$ cat src/fqt_pkg.sv
// constants and types for the flash query erase-region table
package fqt_pkg;
  localparam int FQT_ADDR_W = 9;
  localparam int FQT_DATA_W = 16;
  localparam int FQT_DESC_BYTES = 14;
  localparam logic [8:0] FQT_REGION_COUNT_ADDR = 9'h135;
  localparam logic [8:0] FQT_T1_GEOMETRY = 9'h136;
  localparam logic [8:0] FQT_T1_ENDURANCE = 9'h13a;
  localparam logic [8:0] FQT_T1_CELL_INFO = 9'h13c;
  localparam logic [8:0] FQT_T1_READ_CAPS = 9'h13d;
  localparam logic [8:0] FQT_T1_PROG_REGION = 9'h13e;
  localparam logic [8:0] FQT_T2_GEOMETRY = 9'h144;
  localparam logic [8:0] FQT_T2_ENDURANCE = 9'h148;
  localparam logic [8:0] FQT_T2_CELL_INFO = 9'h14a;
  localparam logic [8:0] FQT_T2_READ_CAPS = 9'h14b;
  localparam logic [8:0] FQT_T2_PROG_REGION = 9'h14c;
  localparam logic [8:0] FQT_T2_LAST = 9'h151;
  localparam logic [7:0] FQT_REGION_COUNT = 8'h02;
  localparam logic [15:0] FQT_ENDURANCE_K = 16'h0064;
  localparam logic [3:0] FQT_BITS_PER_CELL = 4'h2;
  localparam logic FQT_ECC_USED = 1'b0;
  localparam logic FQT_PAGE_RD_OK = 1'b1;
  localparam logic FQT_SYNC_RD_OK = 1'b1;
  localparam logic FQT_SYNC_WR_OK = 1'b0;
  localparam logic [7:0] FQT_PROG_EXP = 8'h00;
  localparam logic FQT_PROG_LEGACY = 1'b1;
  localparam logic [7:0] FQT_CTRL_VALID = 8'h00;
  localparam logic [7:0] FQT_CTRL_INVALID = 8'h00;
  localparam logic FQT_CTRL_LEGACY = 1'b1;
  localparam int FQT_SIZE_UNIT = 256;
  localparam int FQT_PARAM_BLKS = 4;
  localparam int FQT_PARAM_BLK_BYTES = 32768;
  localparam int FQT_MAIN_BLK_BYTES = 131072;
  localparam int FQT_MBIT_BYTES = 131072;
  localparam int FQT_CFG_SETTLE = 2;
  localparam logic [7:0] FQT_CMD_QUERY = 8'h98;
  localparam logic [7:0] FQT_CMD_READ_ARRAY = 8'hff;
  localparam logic [7:0] FQT_CMD_READ_STATUS = 8'h70;
  localparam logic [7:0] FQT_CMD_READ_ID = 8'h90;

  typedef enum logic [1:0] {
    FQT_DENS_64 = 2'b00,
    FQT_DENS_128 = 2'b01,
    FQT_DENS_256 = 2'b10
  } fqt_density_t;

  typedef enum logic {
    FQT_MODE_OTHER = 1'b0,
    FQT_MODE_QUERY = 1'b1
  } fqt_mode_t;

  typedef struct packed {
    logic [47:0] prog_region;
    logic [7:0] read_caps;
    logic [7:0] cell_info;
    logic [15:0] endurance;
    logic [31:0] geometry;
  } fqt_desc_t;

  typedef struct packed {
    logic ce_n;
    logic oe_n;
    logic we_n;
    logic [8:0] addr;
    logic [7:0] cmd;
    logic [1:0] density;
    logic top_cfg;
  } fqt_pins_t;
endpackage

$ cat src/fqt_rom.sv
// constant descriptor table for the two erase-block types
`timescale 1ns/10ps
module fqt_rom
  import fqt_pkg::*;
(
  input wire logic [8:0] addr,
  input wire logic [1:0] density,
  input wire logic top_cfg,
  output logic [7:0] byte_o
);
  fqt_desc_t param_desc;
  fqt_desc_t main_desc;
  fqt_desc_t sel_desc;
  logic [15:0] main_y;
  logic [8:0] offs;

  // main block count minus one from density
  function automatic logic [15:0] main_count_m1(input logic [1:0] d);
    int mbit;
    unique case (d)
      FQT_DENS_64: mbit = 64;
      FQT_DENS_128: mbit = 128;
      default: mbit = 256;
    endcase
    return 16'((mbit * FQT_MBIT_BYTES - FQT_PARAM_BLKS * FQT_PARAM_BLK_BYTES)
               / FQT_MAIN_BLK_BYTES - 1);
  endfunction

  // common fields of one descriptor
  function automatic fqt_desc_t build(input logic [15:0] y, input logic [15:0] z);
    fqt_desc_t d;
    d.geometry = {z, y};
    d.endurance = FQT_ENDURANCE_K;
    d.cell_info = {3'h0, FQT_ECC_USED, FQT_BITS_PER_CELL};
    d.read_caps = {5'h00, FQT_SYNC_WR_OK, FQT_SYNC_RD_OK, FQT_PAGE_RD_OK};
    d.prog_region = {FQT_CTRL_LEGACY, 7'h00, FQT_CTRL_INVALID, 8'h00, FQT_CTRL_VALID,
                     FQT_PROG_LEGACY, 7'h00, FQT_PROG_EXP};
    return d;
  endfunction

  assign main_y = main_count_m1(density);
  assign param_desc = build(16'(FQT_PARAM_BLKS - 1), 16'(FQT_PARAM_BLK_BYTES / FQT_SIZE_UNIT));
  assign main_desc = build(main_y, 16'(FQT_MAIN_BLK_BYTES / FQT_SIZE_UNIT));

  // type 1 is the parameter group on bottom parts, the main group on top parts
  always_comb begin
    byte_o = 8'h00;
    offs = 9'h000;
    sel_desc = top_cfg ? main_desc : param_desc;
    if (addr == FQT_REGION_COUNT_ADDR) begin
      byte_o = FQT_REGION_COUNT;
    end else if (addr >= FQT_T1_GEOMETRY && addr < FQT_T2_GEOMETRY) begin
      offs = addr - FQT_T1_GEOMETRY;
      byte_o = sel_desc[8 * offs[3:0] +: 8];
    end else if (addr >= FQT_T2_GEOMETRY && addr <= FQT_T2_LAST) begin
      sel_desc = top_cfg ? param_desc : main_desc;
      offs = addr - FQT_T2_GEOMETRY;
      byte_o = sel_desc[8 * offs[3:0] +: 8];
    end
  end
endmodule

$ cat src/fqt_query_table.sv
// query-space read path for the partition region 1 erase-block descriptors
`timescale 1ns/10ps
module fqt_query_table
  import fqt_pkg::*;
(
  input wire logic clk_sys,
  input wire logic rst,
  input wire logic ce_n,
  input wire logic oe_n,
  input wire logic we_n,
  input wire logic [8:0] addr,
  input wire logic [15:0] dq_i,
  input wire logic [1:0] density_sel,
  input wire logic top_cfg,
  output logic [15:0] dq_o,
  output logic dq_oe_n,
  output logic query_active
);
  fqt_pins_t pins_raw;
  fqt_pins_t sync1_q;
  fqt_pins_t sync2_q;
  logic we_n_d_q;
  logic wr_edge;
  logic rd_act;
  fqt_mode_t mode_q;
  logic [1:0] dens_q;
  logic top_q;
  logic cfg_done_q;
  logic [1:0] settle_q;
  logic [7:0] rom_byte;
  logic [15:0] dq_q;
  logic oe_n_q;

  assign pins_raw = '{ce_n: ce_n, oe_n: oe_n, we_n: we_n, addr: addr,
                      cmd: dq_i[7:0], density: density_sel, top_cfg: top_cfg};

  // two-flop synchroniser for every pin except dq_i[15:8], which is not used
  always_ff @(posedge clk_sys or posedge rst) begin
    if (rst) begin
      sync1_q <= '{ce_n: 1'b1, oe_n: 1'b1, we_n: 1'b1, default: '0};
      sync2_q <= '{ce_n: 1'b1, oe_n: 1'b1, we_n: 1'b1, default: '0};
    end else begin
      sync1_q <= pins_raw;
      sync2_q <= sync1_q;
    end
  end

  // write strobe rising edge latches a command
  always_ff @(posedge clk_sys or posedge rst) begin
    if (rst) begin
      we_n_d_q <= 1'b1;
    end else begin
      we_n_d_q <= sync2_q.we_n;
    end
  end

  assign wr_edge = sync2_q.we_n & ~we_n_d_q & ~sync2_q.ce_n;
  assign rd_act = (mode_q == FQT_MODE_QUERY) & ~sync2_q.ce_n & ~sync2_q.oe_n & sync2_q.we_n;

  // read state held until another read command
  always_ff @(posedge clk_sys or posedge rst) begin
    if (rst) begin
      mode_q <= FQT_MODE_OTHER;
    end else if (wr_edge) begin
      unique case (sync2_q.cmd)
        FQT_CMD_QUERY: mode_q <= FQT_MODE_QUERY;
        FQT_CMD_READ_ARRAY,
        FQT_CMD_READ_STATUS,
        FQT_CMD_READ_ID: mode_q <= FQT_MODE_OTHER;
        default: mode_q <= mode_q;
      endcase
    end
  end

  // straps caught once after reset, once the synchroniser has settled
  always_ff @(posedge clk_sys or posedge rst) begin
    if (rst) begin
      settle_q <= 2'h0;
      cfg_done_q <= 1'b0;
      dens_q <= FQT_DENS_64;
      top_q <= 1'b0;
    end else if (!cfg_done_q) begin
      if (settle_q == 2'(FQT_CFG_SETTLE)) begin
        dens_q <= sync2_q.density;
        top_q <= sync2_q.top_cfg;
        cfg_done_q <= 1'b1;
      end else begin
        settle_q <= settle_q + 2'h1;
      end
    end
  end

  fqt_rom u_rom (
    .addr(sync2_q.addr),
    .density(dens_q),
    .top_cfg(top_q),
    .byte_o(rom_byte)
  );

  // data and enable registered; upper lines held low
  always_ff @(posedge clk_sys or posedge rst) begin
    if (rst) begin
      dq_q <= 16'h0000;
      oe_n_q <= 1'b1;
    end else begin
      oe_n_q <= ~rd_act;
      if (rd_act) begin
        dq_q <= {8'h00, rom_byte};
      end else begin
        dq_q <= 16'h0000;
      end
    end
  end

  assign dq_o = dq_q;
  assign dq_oe_n = oe_n_q;
  assign query_active = (mode_q == FQT_MODE_QUERY);
endmodule

$ cat config.mk
export PLATFORM = sky130hd
export DESIGN_NAME = fqt_query_table
export DESIGN_NICKNAME = d
export VERILOG_FILES = /design/src/fqt_pkg.sv /design/src/fqt_rom.sv /design/src/fqt_query_table.sv
export SDC_FILE = /design/constraint.sdc
export NUM_CORES = 1
export LEC_CHECK = 0
export BUFFER_PORTS_ARGS = -buffer_cell sky130_fd_sc_hd__buf_2
export CAP_MARGIN = 20
export CORE_AREA = 4 4 76 78
export CTS_CLUSTER_SIZE = 10
export DETAILED_ROUTE_END_ITERATION = 7
export DIE_AREA = 0 0 80 82
export PLACE_DENSITY = 0.7
export RECOVER_POWER = 100
export SLEW_MARGIN = 15
export SYNTH_ARGS = -nofsm -noshare
export SYNTH_HDL_FRONTEND = slang
export SYNTH_SLANG_ARGS = --single-unit
$ cat constraint.sdc
create_clock -name clk_sys -period 1.7 [get_ports clk_sys]
set_input_delay 0.255 -clock clk_sys [delete_from_list [all_inputs] [get_ports clk_sys]]
set_output_delay 0.255 -clock clk_sys [all_outputs]
set_load 0.02 [all_outputs]
==> metrics <==
die width 80 um; register area share after synthesis 0.644; H-tree levels 3; Crit. path cell count 7; Pre-Repair DR Iteration Count 4; Crit path max-delay family compound AO/OA/AOI/OAI gates; sequential cell area 1540 um2; core area 5070 um2; Slew HR 0.410; Final Hold Viols 0; GRT overflow 0; RD Place Congestion 0.888; Critical Path AT 2.06 ns; PwrDens 1020 nW/um2; die area 6560 um2; dpl cells 290; CP max-delay cell dfrtp_2; crit path from sync2_q[13]$_DFF_PP0_; Max-Cap Viols 0; Hold WC Path Type in2reg; vias per cell 4.95; Synth Warn # 0; Worst setup EP type register; first-pass GRT wire length 6860 um; Antenna Nets Post-Route 0; status finished with violations; multi-input logic area 833 um2; std cell rows 26; VDD IR max 0.757 mV; Mapped Area 2380 um2; DRT iter0 DRCs 51; worst-case clock buffer depth 2; worst r2r src sync2_q[13]$_DFF_PP0_; Peak Freq 554 MHz; period utilisation layout 1.06; IO Pins 51; worst endpoint required time 1.96 ns; total CTS buffers 9; crit path kind reg2reg; CTS tree yes; # port buffers 34; Post-Syn Instances 177; fin. max-slew vios 0; Hold Crit Depth 1; WP buf/inv 2; Tightest Pin Transition 0.880 ns; DR vias 1,540; worst-skew pair later-pin latency 0.33 ns; post-route insts no fill 311; final-layout fill cell count 423; Critical Path Source Type register; layout overhead on the synthesized area 27.8%; failing checks negative setup slack; vias in the first global route 1,520; synthesized flop and latch total 61; CP peak stage delay 0.45 ns; initial antenna violation count 0; Max FO, Critical Path 5; Lkg Pwr 1.33 nW; Setup Skew 0.00847 ns; CTS Root Cell clkbuf_8; final wirelength 4130 um; Post-Syn Area per Cell 13.5 um2; hpwl dp 2940 um; die height 82 um; largest net degree at the start of global routing 42; R2R cell count 7; initial core utilization 0.470; Worst Hold Launch dq_i[5]; CP Cell Sequence inv_4 -> ha_4 -> or3b_4 -> buf_4 -> a311oi_2 -> o211ai_1 -> a31oi_1; Layout Nets 275; worst setup margin -0.106 ns; wire per inst 13.3 um; min Tclk post-route 1.81 ns; Ant. Diodes 0; Reg clk slew, reported paths 0.07 ns; pre-CTS WS -0.149 ns; post-synth cell types 46; DRC 0; share of layout cells above drive strength 1 0.365; Final setup viols 4; GR Util All Layers 0.143; RSZ-0062 raised after global routing true; clk sinks 61
## cell usage after synthesis (all sizes together)
library cell	number	area, um2
a2111oi	3	45.1
a211oi	1	7.51
a21boi	3	22.5
a21oi	3	15.0
a311oi	1	8.76
a31oi	5	31.3
a32o	3	30.0
a41o	1	10.0
and2	1	7.51
and3	4	25.0
and3b	3	26.3
and4bb	2	25.0
buf	11	80.1
clkbuf	5	18.8
conb	1	3.75
dfrtp	53	1330
dfstp	8	210
ha	6	75.1
inv	7	26.3
mux2	3	33.8
nand2	7	26.3
nand2b	4	25.0
nand3	3	15.0
nand3b	2	15.0
nand4	1	6.26
nand4bb	1	27.5
nor2	3	11.3
nor2b	2	12.5
nor3	4	20.0
nor4	2	12.5
nor4b	1	15.0
nor4bb	1	10.0
o211ai	4	30.0
o21ai	5	25.0
o22ai	2	12.5
o311a	1	11.3
o31ai	1	7.51
or2	2	12.5
or3	1	6.26
or3b	2	17.5
or4	1	11.3
xnor2	2	17.5
xor2	1	8.76
## per-layer routing
layer | global-route usage | part of all wire | vias up
met5 | 0 | 0 | -
met2 | 0.231 | 0.49 | 52
li1 | - | - | 741
met3 | 0.0526 | 0.070 | 12
met4 | 0.0861 | 0.030 | 0
met1 | 0.162 | 0.41 | 735
## worst reg2reg max path: stages, from the launching register on
cell      delay (ns)
dfrtp_2         0.45
inv_4           0.09
ha_4            0.12
or3b_4          0.39
buf_4           0.15
a311oi_2        0.25
o211ai_1        0.15
a31oi_1         0.14
## cell type report
cell class,instances,area share
Timing Repair Buffer,57,0.112
Clock buffer,13,0.0554
Clock inverter,3,0.0140
Inverter,7,0.0115
Tap cell,70,0.0287
Multi-Input combinational cell,100,0.274
Sequential cell,61,0.505
## cell usage in the layout (no fill, tap or decap), types with 2 or more instances in the layout
| cell | synthesis | final |
|---|---|---|
| o211ai_1 | 4 | 4 |
| nor2_1 | 3 | 3 |
| buf_2 | 1 | 24 |
| nand2b_1 | 4 | 4 |
| dfrtp_2 | 0 | 2 |
| o21ai_0 | 5 | 5 |
| a21boi_1 | 2 | 2 |
| a2111oi_4 | 1 | 2 |
| inv_1 | 7 | 4 |
| ha_1 | 6 | 5 |
| mux2_2 | 3 | 3 |
| clkbuf_8 | 0 | 12 |
| a31oi_1 | 5 | 4 |
| nand2_1 | 7 | 7 |
| and4bb_1 | 2 | 2 |
| clkbuf_1 | 5 | 12 |
| buf_4 | 10 | 17 |
| nor2b_1 | 2 | 2 |
| dfstp_2 | 8 | 7 |
| dfrtp_1 | 53 | 51 |
| and3b_1 | 3 | 3 |
| conb_1 | 1 | 8 |
| o22ai_1 | 2 | 2 |
| nand3b_1 | 2 | 2 |
| a32o_1 | 3 | 3 |
| and3_1 | 4 | 4 |
| dlygate4sd3_1 | 0 | 4 |
| a21oi_1 | 3 | 3 |
| nor3_1 | 4 | 4 |
| nand3_1 | 3 | 3 |
| or2_2 | 2 | 2 |
## power by group
group          total [mW]  internal, mW  switching (mW)
Clock                1.31         0.795           0.512
Sequential           1.55          1.52          0.0340
Combinational       0.238         0.107           0.131
## kinds of logic (layout without fill, tap and decap cells)
family,Yosys count,count (layout),synth area share
fa+ha+maj,6,6,0.0315
mux,3,3,0.0142
xor+xnor,3,3,0.0110
compound gates,33,33,0.108
flops,61,61,0.644
buf+inv,23,80,0.0525
other cells,1,8,0.00157
simple gates,47,47,0.137
## sequential cells by signal, indices dropped and copies added (netlist names), 2 cells and up
name,count
sync1_q,23
sync2_q,23
dq_o,6
dens_q,2
settle_q,2
## metrics by stage
step	area [um2]	TNS (ns)	power [mW]	hold slack, ns	util
6_report	3050	-0.293	3.10	0.0279	0.600
5_1_grt	3050	-0.695	3.26	0.00630	0.600
4_1_cts	3030	-0.284	3.14	0.00249	0.597
3_5_place_dp	2750	-0.521	1.80	0.304	0.542
3_3_place_gp	2750	-0.451	1.79	0.295	0.542
2_1_floorplan	2470	-0.224	1.72	0.259	-
## path summary, 6_finish.rpt
path	to	slack (ns)
max in group asynchronous	sync2_q[22]$_DFF_PP1_	0.28
max	dq_o[1]$_DFF_PP0_	-0.11
max reg2reg	dq_o[1]$_DFF_PP0_	-0.11
min	sync1_q[8]$_DFF_PP0_	0.03
min reg2reg	sync2_q[13]$_DFF_PP0_	0.35
min in group asynchronous	top_q$_DFFE_PP0P_	0.60
## repair_timing
item / 4_1_cts / 5_1_grt
gates resized for setup: 6 / 6
setup buffers: 0 / 1
setup endpoints to repair: 5 / 5
pin swaps: 1 / 7
gates cloned: 0 / 0
hold buffers: 4 / 0
endpoints found under the hold margin: 22 / 0
Power figures use the tool's default switching activity.
